`src/rtl/tab_pkg.sv`:
```
/*
 Constants for the timer A / timer B block: register map, field positions,
 reset values, read-back patterns and the operating-mode enumeration.
 Assumes a 32-bit Avalon-MM slave port with byte addresses and one clock.
*/
package tab_pkg;

   // ---------------------------------------------------------------
   // Bus and counter geometry
   // ---------------------------------------------------------------
   localparam int ADDR_W = 5;
   localparam int DATA_W = 32;
   localparam int CNT_W  = 16;

   // ---------------------------------------------------------------
   // Register byte offsets
   // ---------------------------------------------------------------
   localparam logic [ADDR_W-1:0] A_CNT_OFS  = 5'h00;
   localparam logic [ADDR_W-1:0] A_MODE_OFS = 5'h04;
   localparam logic [ADDR_W-1:0] B_CNT_OFS  = 5'h08;
   localparam logic [ADDR_W-1:0] B_MODE_OFS = 5'h0c;
   localparam logic [ADDR_W-1:0] START_OFS  = 5'h10;
   localparam logic [ADDR_W-1:0] IRQ_ST_OFS = 5'h14;
   localparam logic [ADDR_W-1:0] IRQ_MK_OFS = 5'h18;
   localparam logic [ADDR_W-1:0] STAT_OFS   = 5'h1c;

   // ---------------------------------------------------------------
   // Field positions
   // ---------------------------------------------------------------
   localparam int MODE_LSB   = 0;
   localparam int FREE_BIT   = 2;
   localparam int UP_BIT     = 3;
   localparam int B_EVT_BIT  = 0;
   localparam int START_A    = 0;
   localparam int START_B    = 1;
   localparam int IRQ_A      = 0;
   localparam int IRQ_B      = 1;
   localparam int NUM_IRQ    = 2;

   // ---------------------------------------------------------------
   // Reset values and read-back patterns
   // ---------------------------------------------------------------
   localparam logic [CNT_W-1:0]   CNT_RST     = 16'h0000;
   localparam logic [CNT_W-1:0]   RD_ONES     = 16'hffff;
   localparam logic [CNT_W-1:0]   RD_ZEROS    = 16'h0000;
   localparam logic [CNT_W-1:0]   RD_A_TMR    = 16'h0fff;
   localparam logic [NUM_IRQ-1:0] IRQ_RST     = 2'h0;
   localparam logic [DATA_W-1:0]  RD_UNMAPPED = 32'h0000_0000;

   // ---------------------------------------------------------------
   // Timer A operating modes, Gray along timer-event-oneshot-pwm
   // ---------------------------------------------------------------
   typedef enum logic [1:0] {
      MODE_TMR = 2'h0,
      MODE_EVT = 2'h1,
      MODE_OSH = 2'h3,
      MODE_PWM = 2'h2
   } tab_mode_t;

endpackage

```
`src/rtl/tab_cnt16.sv`:
```
/*
 Sixteen-bit loadable up/down counter with a wrap flag.
 Assumes the owner decides when to load; load beats step.
*/
module tab_cnt16
   import tab_pkg::*;
(
   input  wire logic             clk,
   input  wire logic             rst_n,
   input  wire logic             ce,
   input  wire logic             load,
   input  wire logic [CNT_W-1:0] load_val,
   input  wire logic             step,
   input  wire logic             up,
   output logic      [CNT_W-1:0] count,
   output logic                  wrap
);

   logic [CNT_W-1:0] count_r;
   logic [CNT_W-1:0] count_nxt;
   logic [CNT_W-1:0] stepped;

   // ---------------------------------------------------------------
   // Next value
   // ---------------------------------------------------------------
   assign stepped   = up ? count_r + 16'h0001 : count_r - 16'h0001;
   assign count_nxt = load ? load_val : (step ? stepped : count_r);
   // Wrap is the cycle in which the edge value is stepped past
   assign wrap      = step & (up ? (count_r == RD_ONES) : (count_r == RD_ZEROS));
   assign count     = count_r;

   always_ff @(posedge clk or negedge rst_n) begin
      if (!rst_n) begin
         count_r <= CNT_RST;
      end else if (ce) begin
         count_r <= count_nxt;
      end
   end

endmodule

```
`src/rtl/tab_timer.sv`:
```
/*
 Timer A (timer, event counter, one-shot, PWM) and timer B (timer, event
 counter) with read-back side effects and mode-change interrupt requests,
 behind an Avalon-MM slave with waitrequest.
 Assumes event inputs are synchronous one-cycle pulses on clk and that the
 master holds each request until it sees waitrequest low.
 Count registers need byte lanes 1:0 together; narrower writes are dropped.
*/
// Chosen here: the Avalon-MM register port and the register addresses.
module tab_timer
   import tab_pkg::*;
(
   input  wire logic                       clk,
   input  wire logic                       rst_n,
   input  wire logic                       ce,
   input  wire logic [tab_pkg::ADDR_W-1:0] avs_address,
   input  wire logic                       avs_read,
   input  wire logic                       avs_write,
   input  wire logic [tab_pkg::DATA_W-1:0] avs_writedata,
   input  wire logic [3:0]                 avs_byteenable,
   output logic      [tab_pkg::DATA_W-1:0] avs_readdata,
   output logic                            avs_waitrequest,
   input  wire logic                       ta_event_in,
   input  wire logic                       tb_event_in,
   output logic                            timer_a_output_pin,
   output logic                            irq
);

   import tab_pkg::*;

   // ---------------------------------------------------------------
   // Registers
   // ---------------------------------------------------------------
   logic                wait_r;
   logic [DATA_W-1:0]   rdata_r;
   logic                irq_r;
   tab_mode_t           mode_a_r;
   logic                free_a_r;
   logic                up_a_r;
   logic                evt_b_r;
   logic                start_a_r;
   logic                start_b_r;
   logic                os_act_r;
   logic                out_a_r;
   logic [CNT_W-1:0]    rld_a_r;
   logic [CNT_W-1:0]    rld_b_r;
   logic [NUM_IRQ-1:0]  irq_st_r;
   logic [NUM_IRQ-1:0]  irq_mk_r;

   // ---------------------------------------------------------------
   // Bus decode
   // ---------------------------------------------------------------
   logic                wr_acc;
   logic                rd_cap;
   logic                be_lo;
   logic                be_cnt;
   logic                wr_a_cnt;
   logic                wr_a_mode;
   logic                wr_b_cnt;
   logic                wr_b_mode;
   logic                wr_start;
   logic                wr_irq_st;
   logic                wr_irq_mk;
   logic [CNT_W-1:0]    wd_cnt;
   tab_mode_t           wd_mode;

   // Write happens at the edge where the master sees waitrequest low
   assign wr_acc    = avs_write & ~wait_r;
   // Read data is captured one edge earlier so it stands at that edge
   assign rd_cap    = avs_read & wait_r;
   assign be_lo     = avs_byteenable[0];
   assign be_cnt    = &avs_byteenable[1:0];
   assign wr_a_cnt  = wr_acc & be_cnt & (avs_address == A_CNT_OFS);
   assign wr_a_mode = wr_acc & be_lo & (avs_address == A_MODE_OFS);
   assign wr_b_cnt  = wr_acc & be_cnt & (avs_address == B_CNT_OFS);
   assign wr_b_mode = wr_acc & be_lo & (avs_address == B_MODE_OFS);
   assign wr_start  = wr_acc & be_lo & (avs_address == START_OFS);
   assign wr_irq_st = wr_acc & be_lo & (avs_address == IRQ_ST_OFS);
   assign wr_irq_mk = wr_acc & be_lo & (avs_address == IRQ_MK_OFS);
   assign wd_cnt    = avs_writedata[CNT_W-1:0];
   assign wd_mode   = tab_mode_t'(avs_writedata[MODE_LSB+1:MODE_LSB]);

   // ---------------------------------------------------------------
   // Timer A control
   // ---------------------------------------------------------------
   logic                a_is_tmr;
   logic                a_is_evt;
   logic                a_is_osh;
   logic                a_is_pwm;
   logic                a_plain;
   logic                run_a;
   logic                step_a;
   logic                wrap_a;
   logic                rld_ev_a;
   logic                wr_halt_a;
   logic                stop_a;
   logic                os_stop;
   logic                pwm_stop;
   logic                trig_a;
   logic                os_done;
   logic                pwm_fall;
   logic                mode_irq;
   logic                load_a;
   logic [CNT_W-1:0]    load_val_a;
   logic [CNT_W-1:0]    cnt_a;
   logic                ev_a;

   assign a_is_tmr  = (mode_a_r == MODE_TMR);
   assign a_is_evt  = (mode_a_r == MODE_EVT);
   assign a_is_osh  = (mode_a_r == MODE_OSH);
   assign a_is_pwm  = (mode_a_r == MODE_PWM);
   assign a_plain   = a_is_tmr | a_is_evt;
   assign run_a     = start_a_r & (a_plain | a_is_pwm | (a_is_osh & os_act_r));
   assign step_a    = run_a & (a_is_evt ? ta_event_in : 1'b1);
   // Free-running event counter wraps without touching the reload value
   assign rld_ev_a  = wrap_a & ~(a_is_evt & free_a_r);
   assign wr_halt_a = wr_a_cnt & ~run_a;
   assign stop_a    = wr_start & ~avs_writedata[START_A] & start_a_r;
   assign os_stop   = stop_a & a_is_osh & os_act_r;
   assign pwm_stop  = stop_a & a_is_pwm;
   assign os_done   = wrap_a & a_is_osh;
   assign pwm_fall  = wrap_a & a_is_pwm & out_a_r;
   assign trig_a    = wr_start & avs_writedata[START_A]
                      & ((a_is_osh & ~os_act_r) | (a_is_pwm & ~start_a_r));
   // Reset mode is timer, so selecting either mode after reset is covered
   assign mode_irq  = wr_a_mode & a_plain
                      & ((wd_mode == MODE_OSH) | (wd_mode == MODE_PWM));
   // A halted write lands in the counter so it reads back as written
   assign load_a     = wr_halt_a | rld_ev_a | trig_a | os_stop;
   assign load_val_a = wr_halt_a ? wd_cnt : rld_a_r;
   assign ev_a       = (wrap_a & a_plain) | os_done | pwm_fall | os_stop
                       | (pwm_stop & out_a_r) | mode_irq;

   tab_cnt16 u_cnt_a (
      .clk      (clk),
      .rst_n    (rst_n),
      .ce       (ce),
      .load     (load_a),
      .load_val (load_val_a),
      .step     (step_a),
      .up       (a_is_evt & up_a_r),
      .count    (cnt_a),
      .wrap     (wrap_a)
   );

   // ---------------------------------------------------------------
   // Timer B control
   // ---------------------------------------------------------------
   logic                step_b;
   logic                wrap_b;
   logic                wr_halt_b;
   logic                load_b;
   logic [CNT_W-1:0]    cnt_b;

   // Timer B has no output pin; its wrap only raises its request
   assign step_b    = start_b_r & (evt_b_r ? tb_event_in : 1'b1);
   assign wr_halt_b = wr_b_cnt & ~start_b_r;
   assign load_b    = wr_halt_b | wrap_b;

   tab_cnt16 u_cnt_b (
      .clk      (clk),
      .rst_n    (rst_n),
      .ce       (ce),
      .load     (load_b),
      .load_val (wr_halt_b ? wd_cnt : rld_b_r),
      .step     (step_b),
      .up       (1'b0),
      .count    (cnt_b),
      .wrap     (wrap_b)
   );

   // ---------------------------------------------------------------
   // Read-back values
   // ---------------------------------------------------------------
   logic [CNT_W-1:0]    rd_a_rld;
   logic [CNT_W-1:0]    rd_a;
   logic [CNT_W-1:0]    rd_b;
   logic [DATA_W-1:0]   rd_mux;

   // In a timer or event mode reload cycle the counter is mid-update, so a fixed pattern is shown
   assign rd_a_rld = a_is_evt ? (up_a_r ? RD_ZEROS : RD_ONES) : RD_A_TMR;
   assign rd_a     = (rld_ev_a & a_plain) ? rd_a_rld : cnt_a;
   assign rd_b     = wrap_b ? RD_ONES : cnt_b;
   // Unmapped offsets read as zero
   always_comb begin
      if (avs_address == A_CNT_OFS) begin
         rd_mux = {16'h0000, rd_a};
      end else if (avs_address == A_MODE_OFS) begin
         rd_mux = {28'h0000000, up_a_r, free_a_r, mode_a_r};
      end else if (avs_address == B_CNT_OFS) begin
         rd_mux = {16'h0000, rd_b};
      end else if (avs_address == B_MODE_OFS) begin
         rd_mux = {31'h0, evt_b_r};
      end else if (avs_address == START_OFS) begin
         rd_mux = {30'h0, start_b_r, start_a_r};
      end else if (avs_address == IRQ_ST_OFS) begin
         rd_mux = {30'h0, irq_st_r};
      end else if (avs_address == IRQ_MK_OFS) begin
         rd_mux = {30'h0, irq_mk_r};
      end else if (avs_address == STAT_OFS) begin
         rd_mux = {29'h0, out_a_r, os_act_r, run_a};
      end else begin
         rd_mux = RD_UNMAPPED;
      end
   end

   // ---------------------------------------------------------------
   // Interrupt status
   // ---------------------------------------------------------------
   logic [NUM_IRQ-1:0]  irq_ev;
   logic [NUM_IRQ-1:0]  irq_clr;
   logic [NUM_IRQ-1:0]  irq_st_nxt;

   assign irq_ev     = {wrap_b, ev_a};
   assign irq_clr    = wr_irq_st ? avs_writedata[NUM_IRQ-1:0] : IRQ_RST;
   // Set beats clear; only a one written by software drops a bit
   assign irq_st_nxt = (irq_st_r & ~irq_clr) | irq_ev;

   // ---------------------------------------------------------------
   // Bus slave state
   // ---------------------------------------------------------------
   // Exactly one wait state per access; ce low stretches it
   always_ff @(posedge clk or negedge rst_n) begin
      if (!rst_n) begin
         wait_r  <= 1'b1;
         rdata_r <= RD_UNMAPPED;
      end else if (ce) begin
         wait_r <= ~((avs_read | avs_write) & wait_r);
         if (rd_cap) begin
            rdata_r <= rd_mux;
         end
      end
   end

   // ---------------------------------------------------------------
   // Configuration registers
   // ---------------------------------------------------------------
   always_ff @(posedge clk or negedge rst_n) begin
      if (!rst_n) begin
         mode_a_r <= MODE_TMR;
         free_a_r <= 1'b0;
         up_a_r   <= 1'b0;
         evt_b_r  <= 1'b0;
         irq_mk_r <= IRQ_RST;
      end else if (ce) begin
         if (wr_a_mode) begin
            mode_a_r <= wd_mode;
            free_a_r <= avs_writedata[FREE_BIT];
            up_a_r   <= avs_writedata[UP_BIT];
         end
         if (wr_b_mode) begin
            evt_b_r <= avs_writedata[B_EVT_BIT];
         end
         if (wr_irq_mk) begin
            irq_mk_r <= avs_writedata[NUM_IRQ-1:0];
         end
      end
   end

   // ---------------------------------------------------------------
   // Reload values
   // ---------------------------------------------------------------
   // A running counter only picks up a new value at its next reload
   always_ff @(posedge clk or negedge rst_n) begin
      if (!rst_n) begin
         rld_a_r <= CNT_RST;
         rld_b_r <= CNT_RST;
      end else if (ce) begin
         if (wr_a_cnt) begin
            rld_a_r <= wd_cnt;
         end
         if (wr_b_cnt) begin
            rld_b_r <= wd_cnt;
         end
      end
   end

   // ---------------------------------------------------------------
   // Start flags and one-shot activity
   // ---------------------------------------------------------------
   // Start flag stays set after a one-shot ends; software clears it
   always_ff @(posedge clk or negedge rst_n) begin
      if (!rst_n) begin
         start_a_r <= 1'b0;
         start_b_r <= 1'b0;
         os_act_r  <= 1'b0;
      end else if (ce) begin
         if (wr_start) begin
            start_a_r <= avs_writedata[START_A];
            start_b_r <= avs_writedata[START_B];
         end
         if (trig_a & a_is_osh) begin
            os_act_r <= 1'b1;
         end else if (os_done | os_stop | ~a_is_osh) begin
            os_act_r <= 1'b0;
         end
      end
   end

   // ---------------------------------------------------------------
   // Timer A output pin
   // ---------------------------------------------------------------
   // Low in timer and event modes; pulse modes drive it
   always_ff @(posedge clk or negedge rst_n) begin
      if (!rst_n) begin
         out_a_r <= 1'b0;
      end else if (ce) begin
         if (trig_a) begin
            out_a_r <= 1'b1;
         end else if (os_done | os_stop | pwm_stop | a_plain) begin
            out_a_r <= 1'b0;
         end else if (wrap_a & a_is_pwm) begin
            out_a_r <= ~out_a_r;
         end
      end
   end

   // ---------------------------------------------------------------
   // Interrupt registers
   // ---------------------------------------------------------------
   // A mask write reaches the line one cycle after it lands
   always_ff @(posedge clk or negedge rst_n) begin
      if (!rst_n) begin
         irq_st_r <= IRQ_RST;
         irq_r    <= 1'b0;
      end else if (ce) begin
         irq_st_r <= irq_st_nxt;
         irq_r    <= |(irq_st_nxt & irq_mk_r);
      end
   end

   // ---------------------------------------------------------------
   // Outputs
   // ---------------------------------------------------------------
   assign avs_readdata       = rdata_r;
   assign avs_waitrequest    = wait_r;
   assign timer_a_output_pin = out_a_r;
   assign irq                = irq_r;

endmodule

```
`config.mk`:
```
export PLATFORM = sky130hd
export DESIGN_NAME = tab_timer
export DESIGN_NICKNAME = d
export VERILOG_FILES = /design/src/rtl/tab_pkg.sv /design/src/rtl/tab_cnt16.sv /design/src/rtl/tab_timer.sv
export SDC_FILE = /design/constraint.sdc
export NUM_CORES = 1
export LEC_CHECK = 0
export BUFFER_PORTS_ARGS = -buffer_cell sky130_fd_sc_hd__clkbuf_2
export CAP_MARGIN = 30
export CORE_MARGIN = 1.5
export CORE_UTILIZATION = 45
export CTS_CLUSTER_DIAMETER = 30
export DETAILED_ROUTE_END_ITERATION = 6
export GPL_TIMING_DRIVEN = 1
export PLACE_DENSITY = 0.65
export SLEW_MARGIN = 20
export SYNTH_ARGS = -nofsm -noshare
export SYNTH_HDL_FRONTEND = slang
export SYNTH_SLANG_ARGS = --single-unit
```
`constraint.sdc`:
```
create_clock -name clk -period 4.5 [get_ports clk]
set_input_delay 0.45 -clock clk [delete_from_list [all_inputs] [get_ports clk]]
set_output_delay 0.45 -clock clk [all_outputs]
set_load 0.05 [all_outputs]
```
Word-level counts from Yosys, hierarchy flattened:

Index checks and enable logic that the tools add are counted.

* add/subtract/negate cells: 3
* reductions and logical operators: 21
* multiplexer cells: 28
* equal/unequal tests: 13
* bitwise gates (word level): 74

Operators by type and width (number)
* 16-bit two-way mux: 11
* 32-bit two-way mux: 3
* 1-bit AND: 41
* 16-bit zero test: 2
* 16-bit by 1-bit subtractor with 16-bit output, second input constant: 2
* 2-bit AND reduction: 12
* 5-bit == test, second input constant: 4
* 1-bit OR: 19
* 16-bit by 1-bit adder with 16-bit output, second input constant: 1
* 16-bit == test, second input constant: 1
* 3-bit two-way mux: 5
* 5-bit by 4-bit == test with 1-bit output, second input constant: 2
* 1-bit inverter: 10
* 2-bit == test, second input constant: 4
* 1-bit two-way mux: 8
* 2-bit nonzero test: 3
* 5-bit by 3-bit == test with 1-bit output, second input constant: 1
* 5-bit zero test: 1
* 2-bit AND: 2
* 3-bit nonzero test: 1
* 2-bit by 1-bit == test with 1-bit output, second input constant: 1
* 2-bit zero test: 1
* 2-bit two-way mux: 1
* 2-bit inverter: 1
* 2 further kinds: 2

* register bits after elaboration: 111
* bits of input ports: 48

Longest topological paths before layout:

* word-level depth: 16
* mapped depth: 13

Cells and area by module:

A second synthesis with hierarchy kept.

* cell total of the unflattened synthesis: 723
* area total of the unflattened synthesis: 6911.6 µm²

By module, submodules not included
* tab_timer: cells each 340, area each 3824.9 µm², sequential area each 1577.8 µm², times used 1
* tab_cnt16 at u_cnt_a: cells each 192, area each 1556.5 µm², sequential area each 400.4 µm², times used 1
* tab_cnt16 at u_cnt_b: cells each 191, area each 1530.2 µm², sequential area each 400.4 µm², times used 1

Worst setup path before layout:

No wires, ideal clock.

* path kind: register to register
* start point: register mode_a_r[1]
* end point: register u_cnt_a.count_r[14] (netlist: u_cnt_a.count[14])
* clock period less this slack: 2980 ps
* arrival time: 2845 ps
* path slack: 1520 ps
* cell stages (with the launch flop): 12
* data required time: 4365 ps
* setup time: 135 ps
* path buffers: 0
* cell sequence: dfrtp_1 -> nor2_1 -> inv_1 -> fa_1 -> a211oi_1 -> o21bai_1 -> o2bb2ai_1 -> o41ai_1 -> o21ai_0 -> xor2_1 -> nor3_1 -> a211oi_2

* cells in the longest elaborated chain, start to end: 13

RTL lines
* from (decl): line tab_timer.sv:37 `tab_mode_t mode_a_r;`
* from (signal assigned): line tab_timer.sv:247 `mode_a_r <= wd_mode;`
* 2-bit by 1-bit == test with 1-bit output or 2-bit zero test (tied branches): line tab_timer.sv:109, tab_timer.sv:108
* 1-bit OR: line tab_timer.sv:112 `assign a_plain = a_is_tmr | a_is_evt;`
* 1-bit OR (2 in series): line tab_timer.sv:113 `assign run_a = start_a_r & (a_plain | a_is_pwm | (a_is_osh & os_act_r));`
* 1-bit AND: line tab_timer.sv:113
* 1-bit AND: line tab_timer.sv:114 `assign step_a = run_a & (a_is_evt ? ta_event_in : 1'b1);`
* 1-bit AND: line tab_cnt16.sv:29 `assign wrap = step & (up ? (count_r == RD_ONES) : (count_r == RD_ZEROS));`
* 1-bit AND: line tab_timer.sv:116 `assign rld_ev_a = wrap_a & ~(a_is_evt & free_a_r);`
* 1-bit OR (3 in series): line tab_timer.sv:129 `assign load_a = wr_halt_a | rld_ev_a | trig_a | os_stop;`
* 2-bit nonzero test (no source line)
* 2-bit AND reduction (no source line)
* to (signal assigned): line tab_cnt16.sv:36 `count_r <= count_nxt;`
* to (decl): line tab_cnt16.sv:19 `logic [CNT_W-1:0] count_r;`

Parallel ways exist; a longest one is shown, timed or not. The select of a mux whose other input is x is not followed.
A chain may end at the register's enable or synchronous reset.

Worst setup path after layout:

* start point: register mode_a_r[0]
* end point: register u_cnt_a.count_r[14] (netlist: u_cnt_a.count[14])

The elaborated chain is that of the path after synthesis.

==> metrics.cfg <==
[run_status]
status = finished clean

[placement]
hpwl_um = 11100
place.gp.congestion = 0.979
numPortBuffers = 48

[logic_synthesis]
synth_top_area_share_pct = 39.1
avgSynthCellArea_um2 = 9.11
synth-compound-area-share_pct = 20.6
yosysUniqueCellTypes = 68
synthTopCellsByCount = 94 x dfrtp_1, 66 x nand2_1, 63 x o21ai_0
synth.mux.area_fraction_pct = 11.4
async_flop_share_pct = 100
synth.most_common_cell = dfrtp_1
yosysTopAreaCell = dfrtp_1
synth_area_leaders = dfrtp_1 39%, mux2_2 8.4%, o21ai_0 5.2%
synth_edf_count = 0
synth-xor-area-share_pct = 1.75
synth_seq_cells = 95
ys_seq_area_share_pct = 39.6
ys_warn_count = 0
synthAdderAreaFrac_pct = 3.45
synth-simple-area-share_pct = 17.0
synth_top_family_by_area = compound AO/OA/AOI/OAI gates
synth-main-ff-cell = dfrtp_1
postSynthCellCount = 660
netlist_area_um2 = 6010

[sta]
setup_viol = 0
rsz0062_at_grt = no
whs_ns = 0.195
finClkSkew_ns = 0.00737
finalCritPeriodShare_pct = 85.7
slew_headroom_pct = 43.7
tightest_slew_ns = 0.844
tns_ns = 0
fmax_ghz = 0.259
slew_violations = 0
fin_crit_ns = 3.85
finalHoldViolCount = 0

[power]
p_leak_uw = 0.00301
peakVddDrop_mv = 0.292
p_int_uw = 1790
p_sw_uw = 1220
sw_frac_of_total_pct = 40.4
seq_power_share_pct = 37.1
combPwrFrac_pct = 38.4
p_per_area_nw_per_um2 = 455
clockPowerShare_pct = 24.5
p_total_uw = 3010

[drt]
first_iter_violations = 466
dr.pass1.iters = 5
viasPerCell = 5.90
remaining_drc_errors = 0
wire_per_inst_um = 17.9
drtAntennaViolNets = 0
num_vias = 5151
drt_wl_total_um = 15600

[cells_and_area]
nets = 756
n_antenna_cell = 0
drive_above_1_share_pct = 19.8
syn2layout_area_growth_pct = 10.0
post-route-util_pct = 50.4
nFillCells = 1257

[setup_path]
crit_required_ns = 4.74
cp.arrival_ns = 4.09
reg2reg_slack_ns = 0.65
critPathCaptureType = flip-flop
crit_start = mode_a_r[0]
crit_type = flip-flop to flip-flop
r2r-start = mode_a_r[0]
critPathLaunchType = flip-flop
path_max_fanout = 16

[clock_tree]
clockBufferDepth = 2
cts-root-buf = clkbuf_16
htree_num_levels = 3
post_cts_buffers = 0
clock_sinks = 95
cts_buffers = 9
hold_buffers = 0
clk_pin_slew_ns = 0.07
clk_latency_ns = 0.36
cts_tree = built
post_cts_resized = 0

[die]
start_util_pct = 45.8
ioPinCount = 83
die_x_um = 119
die_area_um2 = 14100
core_um2 = 13100
fp.dieH_um = 119
num_rows = 42

[grt]
grt_pass1_wl_um = 25700
antenna_found_initial = 0
overflow = 0
grt_max_degree = 64
grt_usage_pct = 23.1
grt_pass1_vias = 4987

[worst_hold_path]
hold_class = primary input to asynchronous set/reset pin

[job]
max_cap_viol_count = 0

## routing by layer
layer  wire length [µm]  GRT usage, %  share of wire, %  vias to the layer above
met5                  0             0                 0                        -
met4                328          7.91               2.1                        0
met3                812          5.36               5.2                       28
met2               7290          37.5                47                      169
met1               7160          30.5                46                     2495
li1                   -             -                 -                     2459
## path summary, 6_finish.rpt
check / to / cells after the start
worst max-delay path: u_cnt_a.count[14] / 12
worst min-delay path: os_act_r / 1
worst max register to register: u_cnt_a.count[14] / 12
worst min register to register: avs_readdata[2] / 1
max in group asynchronous: start_a_r / 2
min in group clk: rld_b_r[12] / 2
## power groups by stage
stage	registers, µW	logic (µW)	clock network [µW]
after floorplan	1190	802	0
after global placement	1120	1100	0
after detailed placement	1130	1140	0
after CTS	1110	1150	754
after global routing	1130	1290	787
final	1120	1160	737
## cell families (layout without fill, tap and decap cells)
group,Yosys count,count (layout)
buffers and inverters,72,94
multiplexers,63,63
XOR/XNOR,12,12
AO/OA/AOI/OAI,197,197
other,1,16
AND/OR/NAND/NOR,204,204
adder cells (fa/ha/maj),16,16
flip-flops,95,95
## cell type report
cell class	instances	area (µm²)	share of cell area, %
clock inverters	7	55.1	0.832
repair buffers	60	344	5.20
multi-input cells	508	3330	50.3
well taps	176	220	3.33
flip-flops and latches	95	2380	35.9
clock buffers	9	225	3.40
inverters	18	67.6	1.02
## flip-flops by register name, indices dropped and copies added (netlist names)
register	cells
os_act_r	1
free_a_r	1
timer_a_output_pin	1
u_cnt_a.count	16
start_a_r	1
rld_a_r	16
u_cnt_b.count	16
up_a_r	1
avs_readdata	16
start_b_r	1
rld_b_r	16
irq_st_r	2
irq_mk_r	2
evt_b_r	1
avs_waitrequest	1
irq	1
mode_a_r	2
## cells in the final DEF, fill, tap and decap left out, drive strengths merged, types with 3 or more instances in the layout
cell type   n
o21ai      76
clkbuf     56
a22o        5
inv        21
or4         3
nor4        8
nor3       21
xnor2       7
dfrtp      94
nand2b      6
a221oi      3
mux2i      18
nor2       48
ha         15
mux2       45
o211ai      4
nand3      11
or3        14
a21boi      4
a21oi      40
o221ai      4
nand4      10
nand3b      4
a211oi     11
buf        13
a31oi      20
xor2        5
nand2      66
a21o        6
conb       16
nor2b       3
o21a        4
o31ai       3
## worst max-delay path, cell delays in order (launching register included)
cell and delay [ns]:
dfrtp_1 0.60, nand2_1 0.09, nor2_1 0.27, inv_1 0.38
fa_1 0.55, a211oi_1 0.33, o21bai_1 0.15, o2bb2ai_1 0.16
o41ai_1 0.50, o21ai_0 0.23, xor2_1 0.18, nor3_1 0.23
a211oi_2 0.06
## per-stage QoR
stage	setup slack, ns	instance area (µm²)	cells
floorplan	1.52	6070	675
global placement	0.840	6310	855
detailed placement	0.767	6320	856
CTS	0.746	6600	872
global route	0.247	6620	873
finish	0.645	6620	873
(Power assumes the default switching activity.)
